--- src/hdl/hsr_defines.svh ---
/*
 * Constants of the hot-swap fault and reset controller: register offsets,
 * status field positions, reset values and timing counts.
 * Assumes a 100 ns timing clock; counts are derived from that period.
 */
`ifndef HSR_DEFINES_SVH
`define HSR_DEFINES_SVH

`define HSR_CLK_PERIOD_NS    100
`define HSR_MIN_PULSE_NS     5000
`define HSR_MIN_PULSE_CYC    ((`HSR_MIN_PULSE_NS + `HSR_CLK_PERIOD_NS - 1) / `HSR_CLK_PERIOD_NS)
`define HSR_OC_FILTER_NS     5000
`define HSR_OC_FILTER_CYC    ((`HSR_OC_FILTER_NS + `HSR_CLK_PERIOD_NS - 1) / `HSR_CLK_PERIOD_NS)
`define HSR_RETRY_DELAY_MS   100
`define HSR_RETRY_DELAY_CYC  (`HSR_RETRY_DELAY_MS * 1000000 / `HSR_CLK_PERIOD_NS)

`define HSR_RETRY_LIMIT_DEF  3'h5
`define HSR_RESET_DELAY_DEF  16'h03E8

`define HSR_REG_RESET_DELAY  32'h0000_0000
`define HSR_REG_RETRY_LIMIT  32'h0000_0004
`define HSR_REG_STATUS       32'h0000_0008

`define HSR_ST_GATE          0
`define HSR_ST_PWR_GOOD      1
`define HSR_ST_SYS_RESET_N   2
`define HSR_ST_FAILURE       3
`define HSR_ST_BATT_SEL      4
`define HSR_ST_OV            5
`define HSR_ST_UV            6
`define HSR_ST_OC            7
`define HSR_ST_IGATE_LSB     8
`define HSR_ST_RETRY_LSB     12
`define HSR_ST_STATE_LSB     16

`define HSR_RESP_OKAY        2'h0
`define HSR_RESP_SLVERR      2'h2

`endif

--- src/hdl/hsr_pkg.sv ---
/*
 * Types of the hot-swap fault and reset controller: state and gate current
 * encodings, AXI4-Lite request and response bundles, comparator bundle.
 * Assumes nothing beyond a SystemVerilog tool.
 */
package hsr_pkg;

   typedef enum logic [3:0] {
      HSR_GATE_HOLD = 4'h1,
      HSR_GATE_ON   = 4'h2,
      HSR_GATE_WAIT = 4'h4,
      HSR_GATE_FAIL = 4'h8
   } hsr_gate_state_e;

   typedef enum logic [1:0] {
      HSR_IGATE_50UA  = 2'h0,
      HSR_IGATE_10UA  = 2'h1,
      HSR_IGATE_70UA  = 2'h2,
      HSR_IGATE_150UA = 2'h3
   } hsr_igate_e;

   typedef struct packed {
      logic [31:0] awaddr;
      logic        awvalid;
      logic [31:0] wdata;
      logic [3:0]  wstrb;
      logic        wvalid;
      logic        bready;
      logic [31:0] araddr;
      logic        arvalid;
      logic        rready;
   } hsr_axi_req_s;

   typedef struct packed {
      logic        awready;
      logic        wready;
      logic        bvalid;
      logic [1:0]  bresp;
      logic        arready;
      logic        rvalid;
      logic [31:0] rdata;
      logic [1:0]  rresp;
   } hsr_axi_rsp_s;

   typedef struct packed {
      logic overvoltage_trip;
      logic mains_undervoltage_trip;
      logic battery_undervoltage_trip;
      logic overcurrent_trip;
   } hsr_comp_s;

endpackage

--- src/hdl/hsr_sync.sv ---
/*
 * Two-flop synchroniser, one chain per bit.
 * Assumes the inputs may change at any time relative to clock.
 */
module hsr_sync #(
   parameter int WIDTH = 2
) (
   // Clock and reset
   input  wire logic             clock,
   input  wire logic             reset_n,
   // Data
   input  wire logic [WIDTH-1:0] d,
   output logic      [WIDTH-1:0] q
);

   if (WIDTH < 1) begin : g_check
      $error("hsr_sync: WIDTH must be at least 1");
   end

   for (genvar i = 0; i < WIDTH; i++) begin : g_bit
      logic meta;
      always_ff @(posedge clock or negedge reset_n) begin
         if (!reset_n) begin
            meta <= 1'b0;
            q[i] <= 1'b0;
         end else begin
            meta <= d[i];
            q[i] <= meta;
         end
      end
   end

endmodule // hsr_sync

--- src/hdl/hsr_pulse_qual.sv ---
/*
 * Minimum-width qualifier: output rises once the input has been high for
 * MIN_CYC consecutive clocks and falls with the input.
 * Assumes a synchronous input.
 */
module hsr_pulse_qual #(
   parameter int MIN_CYC = 50
) (
   // Clock and reset
   input  wire logic clock,
   input  wire logic reset_n,
   // Level in, qualified level out
   input  wire logic active,
   output logic      qualified
);

   localparam int CW = $clog2(MIN_CYC + 1);
   localparam logic [CW-1:0] LAST = CW'(MIN_CYC - 1);

   if (MIN_CYC < 1) begin : g_check
      $error("hsr_pulse_qual: MIN_CYC must be at least 1");
   end

   logic [CW-1:0] count;
   logic [CW-1:0] next_count;
   logic          next_qualified;

   always_comb begin
      next_count     = '0;
      next_qualified = 1'b0;
      if (active) begin
         next_qualified = (count == LAST);
         next_count     = (count == LAST) ? count : CW'(count + 1'b1);
      end
   end

   always_ff @(posedge clock or negedge reset_n) begin
      if (!reset_n) begin
         count     <= '0;
         qualified <= 1'b0;
      end else begin
         count     <= next_count;
         qualified <= next_qualified;
      end
   end

endmodule // hsr_pulse_qual

--- src/hdl/hsr_hotswap_ctrl.sv ---
/*
 * Supervisory logic of a hot-swap controller: gate shutdown on voltage and
 * current faults, overcurrent retry with failure flag, power good, delayed
 * system reset release and an AXI4-Lite register slave.
 * Assumes comparator and select inputs synchronous to clock; the manual reset
 * pins are resynchronised here.
 */
// Implementation choices: the AXI4-Lite slave port and the register addresses.
`include "hsr_defines.svh"

module hsr_hotswap_ctrl #(
   parameter int       RETRY_DELAY_CYCLES  = `HSR_RETRY_DELAY_CYC,
   parameter int       MIN_PULSE_CYCLES    = `HSR_MIN_PULSE_CYC,
   parameter int       OC_FILTER_CYCLES    = `HSR_OC_FILTER_CYC,
   parameter bit [2:0] RETRY_LIMIT_DEFAULT = `HSR_RETRY_LIMIT_DEF
) (
   // Clock and reset
   input  wire logic                 clock,
   input  wire logic                 reset_n,
   // Register bus
   input  wire hsr_pkg::hsr_axi_req_s axi_req,
   output hsr_pkg::hsr_axi_rsp_s      axi_rsp,
   // Comparator results, high while the fault condition holds
   input  wire hsr_pkg::hsr_comp_s    comp,
   // Control inputs
   input  wire logic                 battery_supply_select_in,
   input  wire logic                 cold_side_manual_reset,
   input  wire logic                 hot_side_manual_reset_n,
   input  wire logic                 gate_current_sel_hi,
   input  wire logic                 gate_current_sel_lo,
   input  wire logic                 sequencing_done,
   // Outputs
   output logic                      gate_drive_on,
   output hsr_pkg::hsr_igate_e       gate_current,
   output logic                      power_good_out,
   output logic                      system_reset_n,
   output logic                      retry_failure_flag
);
   import hsr_pkg::*;

   localparam int RTW = $clog2(RETRY_DELAY_CYCLES + 1);
   localparam logic [RTW-1:0] RETRY_LAST = RTW'(RETRY_DELAY_CYCLES - 1);

   if (RETRY_DELAY_CYCLES < 2 || MIN_PULSE_CYCLES < 1 || OC_FILTER_CYCLES < 1)
   begin : g_check
      $error("hsr_hotswap_ctrl: timing counts out of range");
   end

   // Manual reset qualification
   logic [1:0] mr_sync;
   logic       mrc_active;
   logic       mrh_active;
   logic       oc_filtered;

   hsr_sync #(
      .WIDTH (2)
   ) u_mr_sync (
      .clock   (clock),
      .reset_n (reset_n),
      .d       ({cold_side_manual_reset, ~hot_side_manual_reset_n}),
      .q       (mr_sync)
   );

   hsr_pulse_qual #(
      .MIN_CYC (MIN_PULSE_CYCLES)
   ) u_mrc_qual (
      .clock     (clock),
      .reset_n   (reset_n),
      .active    (mr_sync[1]),
      .qualified (mrc_active)
   );

   hsr_pulse_qual #(
      .MIN_CYC (MIN_PULSE_CYCLES)
   ) u_mrh_qual (
      .clock     (clock),
      .reset_n   (reset_n),
      .active    (mr_sync[0]),
      .qualified (mrh_active)
   );

   // Overcurrent noise filter
   hsr_pulse_qual #(
      .MIN_CYC (OC_FILTER_CYCLES)
   ) u_oc_qual (
      .clock     (clock),
      .reset_n   (reset_n),
      .active    (comp.overcurrent_trip),
      .qualified (oc_filtered)
   );

   // Software-written settings
   logic [15:0] reset_delay;
   logic [2:0]  retry_limit;

   // Gate control
   hsr_gate_state_e gate_state;
   hsr_gate_state_e next_gate_state;
   logic [RTW-1:0]  retry_timer;
   logic [RTW-1:0]  next_retry_timer;
   logic [2:0]      retry_count;
   logic [2:0]      next_retry_count;
   logic            uv_fault;
   logic            hard_off;
   logic            next_gate_drive_on;
   logic            next_power_good_out;
   logic            next_retry_failure_flag;
   hsr_igate_e      next_gate_current;

   // Unselected undervoltage trip is ignored; select acts combinationally
   assign uv_fault = battery_supply_select_in ? comp.battery_undervoltage_trip
                                              : comp.mains_undervoltage_trip;
   // No filter on voltage faults: gate drops at the next edge
   assign hard_off = comp.overvoltage_trip | uv_fault | mrh_active;

   always_comb begin
      next_gate_state  = gate_state;
      next_retry_timer = retry_timer;
      next_retry_count = retry_count;
      unique case (gate_state)
         HSR_GATE_HOLD: begin
            next_retry_timer = '0;
            next_retry_count = '0;
            if (!hard_off && !oc_filtered) begin
               next_gate_state = HSR_GATE_ON;
            end
         end
         HSR_GATE_ON: begin
            if (hard_off) begin
               next_gate_state = HSR_GATE_HOLD;
            end else if (oc_filtered) begin
               next_retry_timer = '0;
               if (retry_limit != 3'h0 && retry_count == retry_limit) begin
                  next_gate_state = HSR_GATE_FAIL;
               end else begin
                  next_gate_state = HSR_GATE_WAIT;
               end
            end else if (retry_timer == RETRY_LAST) begin
               // A full retry period without a trip ends the fault episode
               next_retry_count = '0;
            end else begin
               next_retry_timer = RTW'(retry_timer + 1'b1);
            end
         end
         HSR_GATE_WAIT: begin
            if (hard_off) begin
               next_gate_state = HSR_GATE_HOLD;
            end else if (retry_timer == RETRY_LAST) begin
               next_retry_timer = '0;
               next_retry_count = 3'(retry_count + 1'b1);
               next_gate_state  = HSR_GATE_ON;
            end else begin
               next_retry_timer = RTW'(retry_timer + 1'b1);
            end
         end
         HSR_GATE_FAIL: begin
            if (mrh_active) begin
               next_gate_state = HSR_GATE_HOLD;
            end
         end
      endcase
      next_gate_drive_on      = (next_gate_state == HSR_GATE_ON);
      next_power_good_out     = (next_gate_state == HSR_GATE_ON);
      next_retry_failure_flag = (next_gate_state == HSR_GATE_FAIL);
      next_gate_current = hsr_igate_e'({gate_current_sel_hi, gate_current_sel_lo});
   end

   always_ff @(posedge clock or negedge reset_n) begin
      if (!reset_n) begin
         gate_state         <= HSR_GATE_HOLD;
         retry_timer        <= '0;
         retry_count        <= 3'h0;
         gate_drive_on      <= 1'b0;
         power_good_out     <= 1'b0;
         retry_failure_flag <= 1'b0;
         gate_current       <= HSR_IGATE_50UA;
      end else begin
         gate_state         <= next_gate_state;
         retry_timer        <= next_retry_timer;
         retry_count        <= next_retry_count;
         gate_drive_on      <= next_gate_drive_on;
         power_good_out     <= next_power_good_out;
         retry_failure_flag <= next_retry_failure_flag;
         gate_current       <= next_gate_current;
      end
   end

   // System reset release
   logic [15:0] reset_count;
   logic [15:0] next_reset_count;
   logic        next_system_reset_n;

   always_comb begin
      next_reset_count    = reset_count;
      next_system_reset_n = 1'b0;
      if (mrc_active || !power_good_out || !sequencing_done) begin
         next_reset_count = 16'h0000;
      end else if (reset_count < reset_delay) begin
         next_reset_count = 16'(reset_count + 1'b1);
      end else begin
         next_system_reset_n = 1'b1;
      end
   end

   always_ff @(posedge clock or negedge reset_n) begin
      if (!reset_n) begin
         reset_count    <= 16'h0000;
         system_reset_n <= 1'b0;
      end else begin
         reset_count    <= next_reset_count;
         system_reset_n <= next_system_reset_n;
      end
   end

   // AXI4-Lite slave, one write and one read in flight
   hsr_axi_rsp_s next_axi_rsp;
   logic         aw_held;
   logic         w_held;
   logic         next_aw_held;
   logic         next_w_held;
   logic [31:0]  awaddr_q;
   logic [31:0]  next_awaddr_q;
   logic [31:0]  wdata_q;
   logic [31:0]  next_wdata_q;
   logic [3:0]   wstrb_q;
   logic [3:0]   next_wstrb_q;
   logic [15:0]  next_reset_delay;
   logic [2:0]   next_retry_limit;
   logic [31:0]  status_word;

   always_comb begin
      status_word = 32'h0000_0000;
      status_word[`HSR_ST_GATE]        = gate_drive_on;
      status_word[`HSR_ST_PWR_GOOD]    = power_good_out;
      status_word[`HSR_ST_SYS_RESET_N] = system_reset_n;
      status_word[`HSR_ST_FAILURE]     = retry_failure_flag;
      status_word[`HSR_ST_BATT_SEL]    = battery_supply_select_in;
      status_word[`HSR_ST_OV]          = comp.overvoltage_trip;
      status_word[`HSR_ST_UV]          = uv_fault;
      status_word[`HSR_ST_OC]          = oc_filtered;
      status_word[`HSR_ST_IGATE_LSB +: 2] = gate_current;
      status_word[`HSR_ST_RETRY_LSB +: 3] = retry_count;
      status_word[`HSR_ST_STATE_LSB +: 4] = gate_state;
   end

   always_comb begin
      next_axi_rsp     = axi_rsp;
      next_aw_held     = aw_held;
      next_w_held      = w_held;
      next_awaddr_q    = awaddr_q;
      next_wdata_q     = wdata_q;
      next_wstrb_q     = wstrb_q;
      next_reset_delay = reset_delay;
      next_retry_limit = retry_limit;
      if (axi_req.awvalid && axi_rsp.awready) begin
         next_aw_held         = 1'b1;
         next_awaddr_q        = axi_req.awaddr;
         next_axi_rsp.awready = 1'b0;
      end
      if (axi_req.wvalid && axi_rsp.wready) begin
         next_w_held         = 1'b1;
         next_wdata_q        = axi_req.wdata;
         next_wstrb_q        = axi_req.wstrb;
         next_axi_rsp.wready = 1'b0;
      end
      if (aw_held && w_held) begin
         next_aw_held        = 1'b0;
         next_w_held         = 1'b0;
         next_axi_rsp.bvalid = 1'b1;
         next_axi_rsp.bresp  = `HSR_RESP_OKAY;
         if (awaddr_q == `HSR_REG_RESET_DELAY) begin
            if (wstrb_q[0]) next_reset_delay[7:0]  = wdata_q[7:0];
            if (wstrb_q[1]) next_reset_delay[15:8] = wdata_q[15:8];
         end else if (awaddr_q == `HSR_REG_RETRY_LIMIT) begin
            if (wstrb_q[0]) next_retry_limit = wdata_q[2:0];
         end else if (awaddr_q != `HSR_REG_STATUS) begin
            next_axi_rsp.bresp = `HSR_RESP_SLVERR;
         end
      end
      if (axi_rsp.bvalid && axi_req.bready) begin
         next_axi_rsp.bvalid  = 1'b0;
         next_axi_rsp.awready = 1'b1;
         next_axi_rsp.wready  = 1'b1;
      end
      if (axi_req.arvalid && axi_rsp.arready) begin
         next_axi_rsp.arready = 1'b0;
         next_axi_rsp.rvalid  = 1'b1;
         next_axi_rsp.rresp   = `HSR_RESP_OKAY;
         unique case (axi_req.araddr)
            `HSR_REG_RESET_DELAY: next_axi_rsp.rdata = {16'h0000, reset_delay};
            `HSR_REG_RETRY_LIMIT: next_axi_rsp.rdata = {29'h0000_0000, retry_limit};
            `HSR_REG_STATUS:      next_axi_rsp.rdata = status_word;
            default: begin
               next_axi_rsp.rdata = 32'h0000_0000;
               next_axi_rsp.rresp = `HSR_RESP_SLVERR;
            end
         endcase
      end
      if (axi_rsp.rvalid && axi_req.rready) begin
         next_axi_rsp.rvalid  = 1'b0;
         next_axi_rsp.arready = 1'b1;
      end
   end

   always_ff @(posedge clock or negedge reset_n) begin
      if (!reset_n) begin
         axi_rsp     <= '{awready: 1'b1, wready: 1'b1, arready: 1'b1, default: '0};
         aw_held     <= 1'b0;
         w_held      <= 1'b0;
         awaddr_q    <= 32'h0000_0000;
         wdata_q     <= 32'h0000_0000;
         wstrb_q     <= 4'h0;
         reset_delay <= `HSR_RESET_DELAY_DEF;
         retry_limit <= RETRY_LIMIT_DEFAULT;
      end else begin
         axi_rsp     <= next_axi_rsp;
         aw_held     <= next_aw_held;
         w_held      <= next_w_held;
         awaddr_q    <= next_awaddr_q;
         wdata_q     <= next_wdata_q;
         wstrb_q     <= next_wstrb_q;
         reset_delay <= next_reset_delay;
         retry_limit <= next_retry_limit;
      end
   end

endmodule // hsr_hotswap_ctrl

--- config.mk ---
export PLATFORM = sky130hd
export DESIGN_NAME = hsr_hotswap_ctrl
export DESIGN_NICKNAME = d
export VERILOG_FILES = /design/src/hdl/hsr_pkg.sv /design/src/hdl/hsr_sync.sv /design/src/hdl/hsr_pulse_qual.sv /design/src/hdl/hsr_hotswap_ctrl.sv
export VERILOG_INCLUDE_DIRS = /design/src /design/src/hdl
export SDC_FILE = /design/constraint.sdc
export NUM_CORES = 1
export LEC_CHECK = 0
export BUFFER_PORTS_ARGS = -buffer_cell sky130_fd_sc_hd__buf_2
export CAP_MARGIN = 10
export CORE_ASPECT_RATIO = 0.6
export CORE_MARGIN = 10
export CORE_UTILIZATION = 55
export DETAILED_ROUTE_END_ITERATION = 10
export PLACE_DENSITY = 0.88
export SLEW_MARGIN = 20
export SYNTH_ARGS = -nofsm -noshare
export SYNTH_HDL_FRONTEND = slang
export SYNTH_SLANG_ARGS = --single-unit
--- constraint.sdc ---
create_clock -name clock -period 3.35 [get_ports clock]
set_input_delay 0.1675 -clock clock [delete_from_list [all_inputs] [get_ports clock]]
set_output_delay 0.1675 -clock clock [all_outputs]
set_load 0.05 [all_outputs]
After elaboration in Yosys (flattened, before gate mapping)
Index checks and enable logic that the tools add are counted.

word-level totals
  bits in registers = 185
  input bits = 117
  output and inout port bits = 47
  word-level logic and storage cells = 149

cells by class
  eq/ne operators = 24
  $lt $le $gt $ge = 1
  add/subtract/negate cells = 6
  reductions and logical operators = 31
  mux-type cells = 49
  bitwise logic cells = 4

operators by type and width
  cell                                                    number
  one-hot mux 20 bit (3 select lines)                     2
  two-way mux 20 bit                                      5
  == test 32 x 3 -> 1 bit, second input constant          2
  logical NOT 32 bit                                      2
  two-way mux 36 bit                                      1
  two-way mux 6 bit                                       6
  == test 32 x 4 -> 1 bit, second input constant          1
  two-way mux 16 bit                                      2
  inequality test 32 x 4 -> 1 bit, second input constant  1
  two-way mux 4 bit                                       7
  two-way mux 3 bit                                       7
  adder 20 x 1 -> 20 bit, second input constant           1
  == test 20 bit, second input constant                   1
  adder 6 x 1 -> 6 bit, second input constant             3
  == test 6 bit, second input constant                    3
  adder 16 x 1 -> 16 bit, second input constant           1
  < comparator 16 bit                                     1
  inequality test 2 bit, second input constant            8
  one-hot mux 4 bit (4 select lines)                      1
  nonzero test 2 bit                                      7
  two-way mux 1 bit                                       12
  two-way mux 2 bit                                       5
  one-hot mux 3 bit (3 select lines)                      1
  == test 4 x 2 -> 1 bit, second input constant           2
  other kinds (16)                                        33

Longest topological paths before layout
Gate-level depths: netlist of the first run.

  depth in word-level cells = 8
  depth in mapped cells = 9
  mapped depth without buffers = 8

By module
A second synthesis of the first run with hierarchy kept.

unflattened totals
  cell total of the unflattened synthesis = 741
  area, all modules = 8180.3 µm²

by module, submodules not included
  module            seq. area each (µm²)  times used  cells an instance  area each (µm²)
  hsr_hotswap_ctrl  3668.5                1           644                7036.7
  hsr_pulse_qual    175.2                 3           31                 347.8
  hsr_sync          100.1                 1           4                  100.1

Worst setup path before layout of the first run
OpenSTA, ideal clock, no wires.

  path kind = flip-flop to flip-flop
  start = register retry_timer[7]
  end = register retry_timer[16]
  arrival time = 2.310 ns
  library setup time = 0.128 ns
  path buffers = 1
  clock period less this slack = 2.438 ns
  data required time = 3.222 ns
  setup slack = 0.912 ns
  cell stages (with the launch flop) = 8
  cells stage by stage = dfrtp_1 -> or4b_1 -> or4_4 -> o31ai_1 -> buf_2 -> a31oi_1 -> o21ai_0 -> o31ai_1

on the way
  word-level cells in the longest chain between the ends = 5
  elaborated cells between the ends (all ways) = 10
  classes of those cells = 1 x add/sub; 2 x eq/ne; 6 x mux; 1 x reduce/logical

ends and longest elaborated chain
  element                              RTL line                                          source
  from (decl)                          hsr_hotswap_ctrl.sv:99                            logic [RTW-1:0] retry_timer;
  from (signal assigned)               hsr_hotswap_ctrl.sv:179                           retry_timer <= next_retry_timer;
  adder 20 x 1 -> 20 bit               hsr_hotswap_ctrl.sv:142, hsr_hotswap_ctrl.sv:153
  two-way mux 20 bit                   hsr_hotswap_ctrl.sv:138                           end else if (retry_timer == RETRY_LAST) begin
  two-way mux 20 bit                   hsr_hotswap_ctrl.sv:131                           end else if (oc_filtered) begin
  two-way mux 20 bit                   hsr_hotswap_ctrl.sv:129                           if (hard_off) begin
  one-hot mux 20 bit (3 select lines)  hsr_hotswap_ctrl.sv:120                           unique case (gate_state)

Several ways; a longest one is shown, not always the timed one. The select of a mux whose other input is x is not followed.
A chain may end at the register's enable or synchronous reset.

Final worst setup path of the first run
  start = register retry_timer[7]
  end = register retry_timer[12]

The elaborated chain is that of the path after synthesis.

==> summary.txt, run 1 <==
Routing
  • Vias: 6,940
  • Via/cell ratio: 5.83
  • 1st-pass router iterations: 7
  • DR iter-0 viols: 711
  • Remaining routing DRC violations: 0
  • Residual antenna-violating net count after detailed routing: 0
  • Detail-routed net length per standard cell: 19.1 µm
  • Wirelength, routed: 22,700 µm

Clocking
  • Number of hold buffers added after cts: 62
  • Clock transition at the registers of the reported paths: 0.07 ns
  • Number of buffers created by CTS: 17
  • Clock tree buffer depth: 2
  • Clk root buf: clkbuf_16
  • Later-pin clock latency in the skew report: 0.44 ns
  • Gates resized, CTS repair: 0
  • Depth of the CTS H-tree: 4
  • Number of sinks on the clock net: 171
  • TritonCTS clock tree: yes
  • Post-CTS repair timing setup buffer count: 0

Global routing
  • Aggregate global-route resource usage: 0.225
  • Largest net degree at the start of global routing: 70
  • Initial antenna violation count: 3
  • Via count of the first global-routing pass: 7,022
  • Wire length of the first global-routing pass: 36,500 µm
  • Final global-route overflow total: 0

Timing
  • Worst-case headroom to the max-slew limit: 0.262
  • Setup_tns: 0 ns
  • Final count of negative-setup-slack endpoints: 0
  • Final number of hold-violating endpoints: 0
  • Shortest clock period the worst path allows after layout: 2.91 ns
  • Worst setup skew after layout: 0.0150 ns
  • Final slew viol count: 0
  • Worst-Margin Slew: 1.10 ns
  • Unrepaired setup endpoints after global routing: no
  • Peak clock frequency supported by timing: 344 MHz
  • Final critical-path share of the clock period: 0.868

Die
  • DIE AREA: 20,300 µm²
  • DIE HEIGHT: 115 µm
  • Die width: 178 µm
  • Count of boundary I/O pins: 164
  • Rows: 34
  • Area of the placeable core: 14,500 µm²
  • Starting density of the core: 0.563

Job
  • Maxcap violations: 0

Final layout
  • Fraction of final layout cells sized beyond drive strength 1: 0.251
  • Final core occ: 0.705
  • Area grow syn2layout: 25.3%
  • Final-stage net count: 1,117

Power
  • Net switching power: 1.99 mW
  • Power per Cell Area: 587 nW/µm²
  • Switching share of total power: 0.330
  • Static leakage power: 4.76 nW
  • Sequential share of power: 0.458
  • Comb pwr share: 0.214
  • Clock network power share: 0.328
  • Worst IR drop on VDD: 0.362 mV
  • Cell Int Power: 4.03 mW

Logic synthesis
  • Largest area contributor in the synthesized netlist: dfrtp_1
  • Synth area leaders: dfrtp_1 49%, mux2_2 7.6%, nand2_1 4.0%, dfstp_2 3.8%, o21ai_0 3.8%
  • Synth Instances: 778
  • Count of unique library cells instantiated by Yosys: 60
  • Syn_area_per_cell: 10.5 µm²
  • Post-synth EDFFs: 0
  • Asr flop ratio synth: 1.00
  • Synth Flop Type: dfrtp_1
  • Fraction of the yosys area taken by sequential cells: 0.524
  • Yosys warning count: 0
  • Count of state elements after synthesis: 171
  • Portion of synthesized cell area occupied by the leading cell type: 0.486
  • Post-synth design cell area: 8190 µm²

Setup path
  • Type of the setup path with the least slack: flop to flop
  • Sort of element at the end of the critical path: flop
  • Required time at the worst-slack endpoint: 3.66 ns
  • Setup slack of the most critical reg-to-reg path: 0.44 ns
  • CP Launch Point: retry_timer[7]$_DFFE_PN0P_
  • Kind of start point of the critical path: flop
  • Start of the worst register-to-register path: retry_timer[7]$_DFFE_PN0P_
  • Data arrival time at the worst-slack endpoint: 3.22 ns
  • CP Max Fanout: 12

Place
  • Routability cong.: 0.898
  • Port buffer count: 131
  • Post-DP HPWL: 15,300 µm

Hold path
  • Path class of the lowest-slack min-delay path: primary input to flop
  • Launch point of the worst hold path: battery_supply_select_in

Run status
  • Outcome: completed
[flip-flops by register name, summed over array words and instances, names as in the netlist, 3 cells and up]
| name | count |
|---|---|
| retry_timer | 20 |
| reset_delay | 16 |
| retry_limit | 3 |
| reset_count | 16 |
| awaddr_q | 32 |
| gate_state | 4 |
| u_oc_qual.count | 6 |
| wdata_q | 16 |
| retry_count | 3 |
| u_mrh_qual.count | 6 |
| axi_rsp | 27 |
| u_mrc_qual.count | 6 |
[layout make-up]
type	count	area, µm²
flip-flops and latches	171	4290
fillers	1020	4290
well taps	198	248
multi-input cells	552	3630
inverters	29	109
clock buffers	18	429
repair buffers	205	1370
clock inverters	14	174
diodes	3	7.51
[per-layer routing]
layer / wire (µm) / track usage / vias up
met5: 0 / 0 / -
met4: 604 / 0.0830 / 0
met3: 1930 / 0.0688 / 56
met2: 10700 / 0.351 / 307
met1: 9460 / 0.290 / 3421
li1: - / - / 3156
[final timing paths]
path | to | cells after the start
worst min-delay path | axi_rsp[6]$_DFFE_PN0P_ | 3
worst max-delay path | retry_timer[12]$_DFFE_PN0P_ | 6
min in group asynchronous | u_oc_qual.count[3]$_DFFE_PN0N_ | 2
worst min register to register | u_mr_sync.q[1]$_DFF_PN0_ | 0
worst max register to register | retry_timer[12]$_DFFE_PN0P_ | 6
max in group asynchronous | reset_delay[3]$_DFFE_PN1P_ | 3
[worst max-delay path: stages, from the launching register on]
cell	delay, ns
dfrtp_1	0.42
or4b_1	0.54
or4_4	0.56
or2_0	0.40
o21ai_2	0.54
nor4_1	0.13
o22a_1	0.20
[through the flow]
step | worst slack [ns] | power (mW) | area (µm²) | hold WS (ns) | instances
6_report | 0.444 | 6.02 | 10300 | 0.0690 | 1190
2_1_floorplan | 0.912 | 3.58 | 8240 | -0.128 | 791
5_1_grt | 0.337 | 6.26 | 10300 | 0.109 | 1190
3_3_place_gp | 0.587 | 3.90 | 9030 | 0.195 | 1093
3_5_place_dp | 0.548 | 3.97 | 9030 | 0.202 | 1093
4_1_cts | 0.523 | 5.98 | 10300 | 0.0651 | 1187
[synthesized netlist by cell type (3+ instances only)]
library cell / n
nand2b_1: 4
a31oi_1: 5
mux2_2: 55
nor4_1: 18
or4_1: 4
a21oi_1: 29
a21boi_0: 4
inv_1: 29
o21ai_0: 62
ha_1: 24
and3_1: 17
nand3_1: 27
buf_1: 3
o31ai_1: 16
mux2i_1: 16
nand3b_1: 4
dfstp_2: 12
nor4b_1: 3
nand4_1: 19
and2_1: 9
nor2b_1: 4
nand2_1: 87
nor3_1: 4
and3b_1: 3
a211oi_1: 6
dfrtp_1: 159
or3_1: 5
buf_4: 16
nor2_1: 50
xor2_1: 18
o21a_1: 3
clkbuf_1: 18
xnor2_1: 10
[cell families after synthesis]
group | count (synthesis) | share of synthesized area
flops | 171 | 0.524
simple gates | 267 | 0.164
compound gates | 148 | 0.111
fa+ha+maj | 24 | 0.0367
mux | 71 | 0.0952
buf+inv | 68 | 0.0388
other cells | 1 | 0.000458
xor+xnor | 28 | 0.0299
[layout by cell type, fill, tap and decap left out, types with 5 or more instances in the layout]
| master | count |
|---|---|
| nand3_1 | 27 |
| dfstp_2 | 12 |
| a21oi_1 | 29 |
| inv_1 | 29 |
| clkinv_8 | 6 |
| o21ai_0 | 62 |
| a31oi_1 | 5 |
| mux2i_1 | 16 |
| dfrtp_1 | 159 |
| nor4_1 | 18 |
| mux2_2 | 55 |
| dlygate4sd3_1 | 62 |
| xor2_1 | 18 |
| and3_1 | 17 |
| nand2_1 | 87 |
| or3_1 | 5 |
| ha_1 | 24 |
| and2_1 | 9 |
| o31ai_1 | 16 |
| buf_2 | 130 |
| conb_1 | 14 |
| a211oi_1 | 6 |
| nor2_1 | 50 |
| buf_4 | 12 |
| nand4_1 | 19 |
| xnor2_1 | 10 |
| clkbuf_16 | 17 |
[power by group through the flow]
| stage | logic [mW] | clock network [mW] | registers [mW] |
|---|---|---|---|
| CTS | 1.27 | 1.98 | 2.74 |
| global route | 1.39 | 2.07 | 2.80 |
| global placement | 1.16 | 0 | 2.75 |
| floorplan | 0.784 | 0 | 2.80 |
| detailed placement | 1.20 | 0 | 2.77 |
| finish | 1.29 | 1.97 | 2.76 |
Note: power is estimated with default switching activity, not from simulation.
==> inputs of run 2 (changes only) <==
--- a/config.mk
+++ b/config.mk
@@ -9,10 +9,12 @@
 export BUFFER_PORTS_ARGS = -buffer_cell sky130_fd_sc_hd__buf_2
 export CAP_MARGIN = 10
 export CORE_ASPECT_RATIO = 0.6
-export CORE_MARGIN = 10
+export CORE_MARGIN = 2
 export CORE_UTILIZATION = 55
 export DETAILED_ROUTE_END_ITERATION = 10
+export GPL_ROUTABILITY_DRIVEN = 1
 export PLACE_DENSITY = 0.88
+export SKIP_LAST_GASP = 1
 export SLEW_MARGIN = 20
 export SYNTH_ARGS = -nofsm -noshare
 export SYNTH_HDL_FRONTEND = slang
==> run 2 against run 1 <==
Effect of this change: clock power about the same; register-to-register slack improved by 0.05 ns; setup slack improved by 0.049 ns; clock skew up 0.0014 ns; hold slack got worse by 0.039 ns; sequential power hardly changed; via count decreased by 0.61%; clock-buffer cell count stayed put; largest power group unchanged; largest cell class unchanged.
==> summary.txt, run 2 (synthesized netlist as in run 1, its figures left out) <==
Clocking
  • Number of sinks on the clock net: 171 (unchanged)
  • Number of hold buffers added after cts: 61 (-1.6%)
  • Post-CTS repair timing setup buffer count: 0 (unchanged)
  • Clock transition at the registers of the reported paths: 0.08 ns (about the same)
  • Later-pin clock latency in the skew report: 0.44 ns (about the same)
  • Depth of the CTS H-tree: 4 (unchanged)
  • Clock tree buffer depth: 2 (unchanged)
  • Gates resized, CTS repair: 0 (unchanged)
  • TritonCTS clock tree: yes
  • Clk root buf: clkbuf_16
  • Number of buffers created by CTS: 17 (unchanged)

Place
  • Total instance count after detailed placement: 1,093 (unchanged)
  • Port buffer count: 131 (unchanged)
  • Routability cong.: 0.946 (+5.3%)
  • Placement-stage worst setup slack: 0.553 ns (+0.00510 ns)
  • Post-DP HPWL: 14,200 µm (-7.1%)

Global routing
  • Met1 layer usage reported by global route: 0.389 (+0.0992)
  • Met2 track demand over resource in global routing: 0.445 (+0.0945)
  • Met3 demand-to-capacity share in global routing: 0.0564 (-0.0124)
  • Via count of the first global-routing pass: 6,807 (-3.1%)
  • Final global-route overflow total: 0 (unchanged)
  • Highest-utilization routing layer at the global route stage: met2
  • Wire length of the first global-routing pass: 35,100 µm (-3.7%)
  • Largest net degree at the start of global routing: 97 (+39%)
  • Aggregate global-route resource usage: 0.284 (+0.0590)
  • Initial antenna violation count: 0 (-3)

Setup path
  • Type of the setup path with the least slack: flop to flop
  • Kind of start point of the critical path: flop
  • Required time at the worst-slack endpoint: 3.70 ns (+0.04 ns)
  • Sort of element at the end of the critical path: flop
  • CP Max Fanout: 6 (-6)
  • Data arrival time at the worst-slack endpoint: 3.21 ns (about the same)

Power
  • Overall power of the completed layout: 6.09 mW (+1.1%)
  • Worst IR drop on VDD: 0.386 mV (+6.6%)
  • Static leakage power: 4.75 nW (-0.24%)
  • Power per Cell Area: 595 nW/µm² (+1.4%)

Hold path
  • Path class of the lowest-slack min-delay path: primary input to flop

Timing
  • Setup_tns: 0 ns (unchanged)
  • Unrepaired setup endpoints after global routing: no
  • Final count of negative-setup-slack endpoints: 0 (unchanged)
  • Peak clock frequency supported by timing: 350 MHz (+1.7%)
  • Final number of hold-violating endpoints: 0 (unchanged)
  • Worst setup skew after layout: 0.0164 ns (+0.00135 ns)
  • Final critical-path share of the clock period: 0.853 (-0.0146)
  • Worst-case headroom to the max-slew limit: 0.313 (+0.0514)
  • Least setup slack across all paths after layout: 0.493 ns (+0.0488 ns)
  • Worst-Margin Slew: 1.03 ns (-0.0769 ns)
  • Shortest clock period the worst path allows after layout: 2.86 ns (-0.0488 ns)
  • Final slew viol count: 0 (unchanged)

Final layout
  • Most used cells in the layout excluding fill and tap cells: 159 x dfrtp_1, 130 x buf_2, 87 x nand2_1
  • Fraction of final layout cells sized beyond drive strength 1: 0.251 (+0.000254)
  • Antenna diode count: 0 (-3)
  • Register name with the most flops: awaddr_q
  • Final-stage net count: 1,116 (-0.090%)
  • Commonest non-fill, non-tap cell in the layout: dfrtp_1
  • Area grow syn2layout: 24.9%
  • Final Instance Count excl. Fillers: 1,186 (-0.34%)
  • Largest registers ranked by flip-flop count: awaddr_q x32, axi_rsp x27, retry_timer x20
  • Final core occ: 0.705 (about the same)
  • Flip-flop count of the largest register after layout: 32 (unchanged)

Die
  • Rows: 34 (unchanged)
  • Starting density of the core: 0.565 (+0.00165)
  • DIE HEIGHT: 98.5 µm (-14%)
  • Count of boundary I/O pins: 164 (unchanged)
  • Area of the placeable core: 14,500 µm² (-0.29%)
  • DIE AREA: 15,900 µm² (-22%)
  • Die width: 162 µm (-9.0%)

Routing
  • DR iter-0 viols: 588 (-17%)
  • Residual antenna-violating net count after detailed routing: 0 (unchanged)
  • Wirelength, routed: 21,900 µm (-3.7%)
  • Detail-routed net length per standard cell: 18.4 µm (-3.4%)
  • 1st-pass router iterations: 5 (-2)
  • Via/cell ratio: 5.82 (-0.27%)
  • Remaining routing DRC violations: 0 (unchanged)
  • Vias: 6,898 (-0.61%)

Run status
  • Outcome: completed

Job
  • Maxcap violations: 0 (unchanged)
==> run 2: cell count changes in the layout (fill, tap and decap cells not counted), moves of 2 or more <==
| cell | previous run | this run |
|---|---|---|
| clkinv_4 | 2 | 0 |
| clkinvlp_4 | 1 | 3 |
| diode_2 | 3 | 0 |
| clkinv_8 | 6 | 1 |
| inv_8 | 3 | 5 |
==> run 2: final cells by class <==
| class | instances | area [µm²] |
|---|---|---|
| well taps | 198 | 248 |
| clock buffers | 18 | 429 |
| clock inverters | 14 | 156 |
| fillers | 984 | 4280 |
| flip-flops and latches | 171 | 4290 |
| inverters | 29 | 109 |
| multi-input cells | 552 | 3630 |
| repair buffers | 204 | 1360 |
==> run 2: power by group <==
part           switching (mW)  internal, mW
logic                   0.748         0.563
clock network           0.935          1.06
registers               0.315          2.46
==> run 2: worst paths after layout <==
kind,endpoint,cells after the start,startpoint,slack (ns)
hold / removal,awaddr_q[14]$_DFFE_PN0P_,2,axi_req[87],0.03
setup / recovery,retry_timer[2]$_DFFE_PN0P_,6,retry_timer[7]$_DFFE_PN0P_,0.49
max in group asynchronous,retry_limit[0]$_DFFE_PN1P_,3,reset_n,2.01
min in group asynchronous,u_oc_qual.count[2]$_DFFE_PN0N_,2,reset_n,0.38
setup reg to reg,retry_timer[2]$_DFFE_PN0P_,6,retry_timer[7]$_DFFE_PN0P_,0.49
hold reg to reg,u_mr_sync.q[1]$_DFF_PN0_,0,u_mr_sync.g_bit[1].meta$_DFF_PN0_,0.35
==> run 2: worst max-delay path, stage by stage, from the launching register on <==
cell,delay (ns)
dfrtp_1,0.46
or4b_1,0.56
or4_4,0.56
nor2_1,0.36
a21boi_0,0.36
a21boi_0,0.29
a2bb2oi_1,0.20
==> run 2: metal layers <==
layer / part of all wire / wire, µm
met2: 0.46 / 10100
met1: 0.42 / 9130
met4: 0.032 / 690
met5: 0 / 0
met3: 0.090 / 1960
==> run 2: through the flow <==
step                      hold slack (ns)  instance area, µm²
final                              0.0297               10200
after global routing               0.0266               10200
after CTS                         0.00723               10200
after detailed placement            0.277                9030
after global placement              0.275                9030
after floorplan                    -0.128                8240
